File: src/cfg_map.svh
// Constants of the coordination flag write guard: codes, counts and widths.
// Assumes nothing of its surroundings; included by the package, the guard, the flag copy and the bench.
`ifndef CFG_MAP_SVH
`define CFG_MAP_SVH

`define CFG_FLAG_BYTES 32
`define CFG_BYTE_AW 5
`define CFG_REPLY_LOCKED 8'h32
`define CFG_STATUS_LOCKED 8'h09
`define CFG_SYS_AREA_LOCKED 8'h30
`define CFG_JOB_STATUS_LOCKED 16'h0928
`define CFG_JOB_STATUS_OK 16'h0000
`define CFG_REPLY_OK 8'h00

`endif

File: src/cfg_pkg.sv
// Types of the coordination flag write guard.
// Assumes the constant header cfg_map.svh is on the include path.
`include "cfg_map.svh"

package cfg_pkg;

	typedef struct packed {
		logic coord_used;
		logic [7:0] coord_byte;
		logic [2:0] coord_bit;
	} cfg_job_t;

	typedef struct packed {
		logic [7:0] reply_code;
		logic [15:0] job_status;
		logic [7:0] system_status_area;
	} cfg_verdict_t;

	typedef enum logic [1:0] {
		CFG_IDLE,
		CFG_CHECK,
		CFG_PASS,
		CFG_BLOCK
	} cfg_state_t;

endpackage

File: src/cfg_guard.sv
// Coordination flag write guard: allows or blocks received job data into host memory.
// Assumes one 25 MHz clock, synchronous inputs, and a host that refreshes the flag copy.
`timescale 1ns/100ps
`default_nettype none
`include "cfg_map.svh"

module cfg_guard #(
	parameter int FLAG_BYTES = `CFG_FLAG_BYTES,
	parameter int BYTE_AW = `CFG_BYTE_AW
) (
	input wire logic clk,
	input wire logic reset,
	input wire logic ce,
	input wire logic [FLAG_BYTES-1:0] flag_enable_switch,
	input wire logic copy_wr,
	input wire logic [BYTE_AW-1:0] copy_addr,
	input wire logic [7:0] copy_data,
	input wire logic cycle_end,
	input wire logic job_valid,
	input wire cfg_pkg::cfg_job_t job_in,
	output logic job_ready,
	output logic dest_write_en,
	output logic verdict_valid,
	output cfg_pkg::cfg_verdict_t verdict,
	output logic [15:0] receive_status_word,
	output logic [FLAG_BYTES-1:0] copy_fresh
);
	import cfg_pkg::*;

	cfg_state_t state_q;
	cfg_job_t job_q;
	logic [7:0] flag_byte;
	logic in_range;
	logic locked;
	logic [BYTE_AW-1:0] rd_addr;

	if (FLAG_BYTES != (1 << BYTE_AW) || BYTE_AW > 7)
	begin : g_bad_size
		$error("Flag byte count must equal two to the address width, at most 128.");
	end

	function automatic logic byte_usable(input logic [7:0] b, input logic [FLAG_BYTES-1:0] en);
		byte_usable = (b < 8'(FLAG_BYTES)) && en[b[BYTE_AW-1:0]];
	endfunction

	// Idle reads at the offered job's byte, so the test cycle sees the current copy.
	assign rd_addr = (state_q == CFG_IDLE) ? job_in.coord_byte[BYTE_AW-1:0]
		: job_q.coord_byte[BYTE_AW-1:0];

	// The copy holds plain host flag bytes, written only by the host refresh path.
	cfg_flag_ram #(.DEPTH(FLAG_BYTES), .AW(BYTE_AW)) u_copy (
		.clk(clk),
		.ce(ce),
		.wr_en(copy_wr),
		.wr_addr(copy_addr),
		.wr_data(copy_data),
		.rd_addr(rd_addr),
		.rd_data(flag_byte)
	);

	// Marks which bytes were refreshed in the current host cycle.
	always_ff @(posedge clk)
	begin
		if (reset)
			copy_fresh <= '0;
		else if (ce)
		begin
			// A write in the cycle of the host cycle end is kept: the set wins.
			if (cycle_end)
				copy_fresh <= '0;
			if (copy_wr)
				copy_fresh[copy_addr] <= 1'b1;
		end
	end

	assign in_range = byte_usable(job_q.coord_byte, flag_enable_switch);
	assign locked = job_q.coord_used && in_range && flag_byte[job_q.coord_bit];

	assign job_ready = (state_q == CFG_IDLE);

	// One job at a time; the decision waits one cycle for the registered flag read.
	always_ff @(posedge clk)
	begin
		if (reset)
		begin
			state_q <= CFG_IDLE;
			job_q <= '0;
		end
		else if (ce)
		begin
			case (state_q)
				CFG_IDLE:
				begin
					if (job_valid)
					begin
						job_q <= job_in;
						state_q <= CFG_CHECK;
					end
				end
				CFG_CHECK:
					state_q <= locked ? CFG_BLOCK : CFG_PASS;
				CFG_PASS:
					state_q <= CFG_IDLE;
				CFG_BLOCK:
					state_q <= CFG_IDLE;
				default:
					state_q <= CFG_IDLE;
			endcase
		end
	end

	// Write enable is raised only after the decision, so a block never writes.
	always_ff @(posedge clk)
	begin
		if (reset)
			dest_write_en <= 1'b0;
		else if (ce)
			dest_write_en <= (state_q == CFG_CHECK) && !locked;
	end

	// Codes on acceptance are zero, so the requester reads success from the job status.
	always_ff @(posedge clk)
	begin
		if (reset)
		begin
			verdict_valid <= 1'b0;
			verdict <= '0;
		end
		else if (ce)
		begin
			verdict_valid <= (state_q == CFG_CHECK);
			if (state_q == CFG_CHECK)
			begin
				if (locked)
				begin
					verdict.reply_code <= `CFG_REPLY_LOCKED;
					verdict.job_status <= `CFG_JOB_STATUS_LOCKED;
					verdict.system_status_area <= `CFG_SYS_AREA_LOCKED;
				end
				else
				begin
					verdict.reply_code <= `CFG_REPLY_OK;
					verdict.job_status <= `CFG_JOB_STATUS_OK;
					verdict.system_status_area <= 8'h00;
				end
			end
		end
	end

	// High byte carries the error number; low byte the job's flag byte number.
	always_ff @(posedge clk)
	begin
		if (reset)
			receive_status_word <= 16'h0000;
		else if (ce && state_q == CFG_CHECK)
		begin
			receive_status_word[7:0] <= job_q.coord_used ? job_q.coord_byte : 8'h00;
			receive_status_word[15:8] <= locked ? `CFG_STATUS_LOCKED : 8'h00;
		end
	end
endmodule // cfg_guard

`default_nettype wire

File: src/cfg_flag_ram.sv
// Copy of the host's output communication flags, one byte per flag byte.
// Assumes one clock; the host side writes a byte, the guard reads with one cycle latency.
`timescale 1ns/100ps
`default_nettype none
`include "cfg_map.svh"

module cfg_flag_ram #(
	parameter int DEPTH = `CFG_FLAG_BYTES,
	parameter int AW = `CFG_BYTE_AW
) (
	input wire logic clk,
	input wire logic ce,
	input wire logic wr_en,
	input wire logic [AW-1:0] wr_addr,
	input wire logic [7:0] wr_data,
	input wire logic [AW-1:0] rd_addr,
	output logic [7:0] rd_data
);

	logic [7:0] mem [DEPTH];

	if (DEPTH > (1 << AW))
	begin : g_bad_depth
		$error("Flag copy depth does not fit the address width.");
	end

	always_ff @(posedge clk)
	begin
		if (ce && wr_en)
			mem[wr_addr] <= wr_data;
	end

	// The read register keeps the guard's view stable for the decision cycle.
	always_ff @(posedge clk)
	begin
		// A refresh in the same cycle as the read is passed through, so it is never missed.
		if (ce)
		begin
			if (wr_en && wr_addr == rd_addr)
				rd_data <= wr_data;
			else
				rd_data <= mem[rd_addr];
		end
	end

endmodule // cfg_flag_ram

`default_nettype wire

File: config.mk
export PLATFORM = sky130hd
export DESIGN_NAME = cfg_guard
export DESIGN_NICKNAME = d
export VERILOG_FILES = /design/src/cfg_pkg.sv /design/src/cfg_guard.sv /design/src/cfg_flag_ram.sv
export VERILOG_INCLUDE_DIRS = /design/src /design/src/src
export SDC_FILE = /design/constraint.sdc
export NUM_CORES = 1
export LEC_CHECK = 0
export BUFFER_PORTS_ARGS = -buffer_cell sky130_fd_sc_hd__buf_4
export CAP_MARGIN = 10
export CORE_UTILIZATION = 63
export CTS_CLUSTER_DIAMETER = 150
export DETAILED_ROUTE_END_ITERATION = 10
export PLACE_DENSITY = 0.85
export RECOVER_POWER = 25
export SYNTH_ARGS = -nofsm -noshare
export SYNTH_HDL_FRONTEND = slang
export SYNTH_SLANG_ARGS = --single-unit
File: constraint.sdc
create_clock -name clk -period 7 [get_ports clk]
set_clock_uncertainty 0.15 [all_clocks]
set_input_delay 1.4 -clock clk [delete_from_list [all_inputs] [get_ports clk]]
set_output_delay 1.4 -clock clk [all_outputs]
set_load 0.02 [all_outputs]
**Word level (Yosys, flattened, before mapping)**

Memories as Yosys holds them, arrays and structs flattened. A register that Yosys moved wholly into a read port is not among the register bits.
Index checks and enable logic that the tools add are counted.

- Register bits after elaboration: 96
- Memory bits (writable): 256
- Input bits: 63
- Output and inout port bits: 83
- Word-level logic and storage cells: 54
- Memories: 1

Memories:

| memory | words | bits a word | read ports | clocked after memory_dff | wr ports | line | RTL |
|---|---|---|---|---|---|---|---|
| u_copy.mem | 32 | 8 | 1 | 1 | 1 | cfg_flag_ram.sv:20 | `logic [7:0] mem [DEPTH];` |

- Magnitude comparators: 5
- Equal/unequal tests: 4
- Muxes and demuxes: 19
- Bitwise gates (word level): 1
- Reductions and logical operators: 13

Operators by type and width:

| kind | number |
|---|---|
| $mux W32 | 4 |
| $or A32 B32 Y32 | 1 |
| $mux W30 | 1 |
| $lt A5 B6 Y1 const B | 2 |
| $lt A8 B6 Y1 const B | 1 |
| $mux W8 | 1 |
| $logic_and A1 B1 Y1 | 7 |
| $mux W1 | 6 |
| $pmux W2 S3 | 1 |
| $bmux W1 S5 | 1 |
| $demux W1 S5 | 1 |
| $ge A5 B1 Y1 const B | 1 |
| $mux W5 | 1 |
| $eq A2 B2 Y1 const B | 2 |
| $lt A3 B4 Y1 const B | 1 |
| $mux W4 | 1 |
| $reduce_and A2 Y1 | 2 |
| $bmux W1 S3 | 1 |
| $reduce_and A3 Y1 | 1 |
| $eq A2 B1 Y1 const B | 1 |
| $logic_not A2 Y1 | 1 |
| $mux W2 | 1 |
| $ne A2 B2 Y1 const B | 1 |
| $reduce_or A2 Y1 | 1 |
| $logic_not A1 Y1 | 1 |

**Longest topological paths before layout**

- Depth in word-level cells: 7
- Gate-level depth with buffers: 11
- Mapped depth without buffers: 8

**Cells and area by module**

Synthesis repeated with hierarchy kept, for this count alone.

- Cells, all modules: 924
- Area, all modules: 13,472.9 um2

Modules (own cells, without submodules):

| module | instances | cells an instance | area an instance (um2) | sequential area each (um2) |
|---|---|---|---|---|
| cfg_flag_ram | 1 | 607 | 10,617.7 | 7,927.6 |
| cfg_guard | 1 | 317 | 2,855.2 | 1,141.1 |

**Worst setup path after synthesis**

No wires, ideal clock.

- Path kind: input-to-reg
- Start point: input port job_in[3] (netlist name)
- End point: register u_copy.rd_data[6] (read register of u_copy.mem) (data pin)
- Library setup time: 256 ps
- Data arrival time: 2,890 ps
- Required time: 6,594 ps
- Setup slack: 3,704 ps
- Stages on the path: 10
- Buffers on the path: 3
- Path through: or3b_1 and2_1 buf_6 buf_2 buf_4 nand2_1 nand3_1 a31oi_1 o21ai_0 a22o_1

- Cells in the longest elaborated chain, start to end: 1

Ends and longest elaborated chain:

| what | line | RTL |
|---|---|---|
| from (decl) | cfg_guard.sv:20 | `input wire cfg_pkg::cfg_job_t job_in,` |
| $mux W5 | cfg_guard.sv:47 | `assign rd_addr = (state_q == CFG_IDLE) ? job_in.coord_byte[BYTE_AW-1:0]` |
| to (decl) | cfg_flag_ram.sv:17 | `output logic [7:0] rd_data` |

No other way between the ends.
A chain may end at the register's enable or synchronous reset.

**Worst setup path after layout**

- Start point: register state_q[0]
- End point: register u_copy.rd_data[3] (read register of u_copy.mem) (data pin)

- Cells in the longest elaborated chain, start to end: 2

Ends and longest elaborated chain:

| what | line | RTL |
|---|---|---|
| from (decl) | cfg_guard.sv:30 | `cfg_state_t state_q;` |
| from (signal assigned) | cfg_guard.sv:101 | `state_q <= locked ? CFG_BLOCK : CFG_PASS;` |
| $logic_not A2 Y1 | cfg_guard.sv:47 |  |
| $mux W5 | cfg_guard.sv:47 |  |

No other way between the ends.

==> impl_metrics.py <==
metrics = {
    "grt": {
        "grt_pass1_vias": 8849,
        "grt_max_degree": 65,
        "grt_pass1_wl_mm": 49.8,
        "grt_overflow": 0,
        "antenna_found_initial": 0,
        "globalRouteTotalUtil": 0.301,
    },
    "timing": {
        "timing.final.crit_share": 0.624,
        "period_needed_ns": 4.37,
        "rsz0062_at_grt": "no",
        "setup_viol": 0,
        "slew_headroom": 0.0662,
        "setup_tns_ns": 0,
        "worst_pin_slew_ns": 1.40,
        "fmax_ghz": 0.229,
        "drv_slew": 0,
        "finalHoldViolations": 0,
    },
    "setup_path": {
        "worst_ep_required_time_ns": 7.14,
        "start_kind": "register",
        "r2r_cells": 7,
        "r2r_setup_slack_ns": 2.63,
        "rr_startpoint": "state_q[0]",
        "cp.arrival_ns": 4.51,
        "critPathMaxFanout": 44,
        "worstReg2RegEnd": "u_copy.rd_data[3]",
        "critPathKind": "reg -> reg",
        "setup.worst_path.end_class": "register",
    },
    "floorplanning": {
        "die_y_um": 149,
        "rows": 53,
        "die_w_um": 149,
        "die-area_um2": 22100,
        "ios": 146,
        "core_area_um2": 21000,
        "initial_core_util": 0.644,
    },
    "logic_synthesis": {
        "synth_cell_types": 59,
        "avgSynthCellArea_um2": 12.4,
        "ys_seq_area_frac": 0.669,
        "synthArstFlopShare": 0,
        "syn_area_um2": 13500,
        "synth_flop_cell": "edfxtp_1",
        "ys_seq_elements": 321,
        "yosysWarningCount": 0,
        "syn_inst": 1090,
        "synth_edf_count": 264,
    },
    "power_and_ir_drop": {
        "internal_power_w": 0.00318,
        "ir_drop_mv": 0.238,
        "swShare": 0.230,
        "cellPowerDensity_nw_per_um2": 269,
        "power_w": 0.00413,
        "pwr-share-comb": 0.099,
        "clock_power_share": 0.390,
        "power.leakage_nw": 5.42,
        "p_switching_w": 0.000949,
        "seqPwrFrac": 0.510,
    },
    "place": {
        "place_hpwl_mm": 20.0,
        "placed_cell_area_um2": 14300,
        "io_buffers": 116,
        "gp_congestion": 0.876,
    },
    "clock_tree": {
        "cts.sinks": 321,
        "cts_buffers": 30,
        "clk_latency_ns": 0.55,
        "cts-resized-gates": 0,
        "path_clk_slew_ns": 0.06,
        "clockBufferDepth": 3,
        "clock_tree.root_cell": "clkbuf_16",
        "holdBufCountCts": 0,
        "cts_htree_levels": 1,
        "cts_tree": "yes",
        "cts_setup_buffers": 0,
    },
    "hold_path": {
        "min_path_type": "reg -> reg",
        "hold_depth": 2,
        "min_to": "receive_status_word[5]",
        "hold_path_startpoint": "receive_status_word[5]",
    },
    "layout": {
        "fillers": 1297,
        "layout-area-overhead-vs-synth_pct": 13.3,
        "most-common-layout-cells": "264 x edfxtp_1, 198 x nand2_1, 119 x buf_4, 78 x nor2_1, 61 x a21oi_1",
        "regArea_um2": 9070,
        "fin_nets": 1228,
        "final_util": 0.730,
        "drive_gt1_frac": 0.160,
        "multiInputGateArea_um2": 3980,
        "final_common_cell": "edfxtp_1",
        "antenna_cells": 0,
        "final_cell_area_um2": 15300,
    },
    "routing": {
        "route.detailed.drc": 0,
        "routedWlPerCell_um": 22.5,
        "first_iter_violations": 1252,
        "drt_wl_total_mm": 32.9,
        "viasPerCell": 6.37,
        "ant_nets": 0,
        "dr.pass1.iters": 5,
        "num_vias": 9322,
    },
    "job": {
        "drv_cap": 0,
    },
    "status": {
        "status": "complete, no violations",
    },
}
==> critical path, stage by stage (launching register included) <==
cell     delay, ns
dfxtp_1       0.40
or2_4         0.35
inv_2         0.61
mux2i_2       0.98
xnor2_1       0.22
nor4_4        0.92
nor3_1        0.20
a22o_1        0.27
==> stage by stage <==
stage	cells	worst slack [ns]	hold slack (ns)
global placement	1406	2.50	0.290
floorplan	1118	3.70	0.291
detailed placement	1406	2.36	0.298
CTS	1462	2.79	0.305
global route	1464	2.48	0.328
finish	1464	2.63	0.303
==> layout make-up <==
type,count,share of cell area
Tap cell,275,0.0224
Clock buffer,50,0.0618
Multi-Input combinational cell,682,0.259
Clock inverter,6,0.00342
Inverter,4,0.000978
Sequential cell,321,0.591
Timing Repair Buffer,126,0.0615
==> Yosys cell counts, types with 8 or more instances <==
cell      count  area share
a32oi_1      20       0.013
dfxtp_1      57       0.084
nor2_1       78       0.022
mux2i_1      55       0.041
nand2b_1     10      0.0046
a21oi_1      61       0.023
o211ai_1     24       0.013
buf_4        46       0.025
nand2_1     199       0.055
edfxtp_1    264        0.59
a31oi_1      22       0.010
o21ai_0      15      0.0055
clkbuf_1     33      0.0091
buf_2        28       0.010
nor3_1        8      0.0030
nand3_1      54       0.020
==> registers in the layout, indices dropped and copies added, names as in the netlist <==
register and flops:
verdict_valid 1, job_q 12, state_q 2, copy_fresh 32
u_copy.rd_data 8, dest_write_en 1, verdict 1, receive_status_word 8
u_copy.mem 256
==> per-layer routing <==
layer,share of wire,global-route usage
met3,0.11,0.0629
met4,0.040,0.137
met1,0.37,0.402
met5,0,0
met2,0.47,0.477
==> power groups by stage <==
stage,clock [W],combinational (W),sequential (W)
after floorplan,0,0.000279,0.00214
after global placement,0,0.000387,0.00215
after detailed placement,0,0.000398,0.00215
after CTS,0.00162,0.000402,0.00211
after global routing,0.00170,0.000439,0.00211
final,0.00161,0.000411,0.00211
==> worst max-delay path by stage <==
| stage | startpoint | to | slack, ns | cells past startpoint |
|---|---|---|---|---|
| floorplan | job_in[3] | u_copy.rd_data[6] | 3.70 | 10 |
| global placement | job_in[3] | u_copy.rd_data[3] | 2.50 | 9 |
| detailed placement | job_in[3] | u_copy.rd_data[3] | 2.36 | 9 |
| CTS | state_q[0] | u_copy.rd_data[3] | 2.79 | 7 |
| global route | state_q[0] | u_copy.rd_data[2] | 2.48 | 8 |
| finish | state_q[0] | u_copy.rd_data[3] | 2.63 | 7 |
==> kinds of logic (layout without fill, tap and decap cells) <==
logic type      Yosys count  after routing  share of synthesized area
mux                      67             67                     0.0573
flops                   321            321                      0.669
compound gates          183            183                     0.0901
buf+inv                 115            186                     0.0483
xor+xnor                  7              7                    0.00453
other cells               1             29                   0.000277
simple gates            396            396                      0.130
No activity file was read; power rests on OpenSTA's default activity.
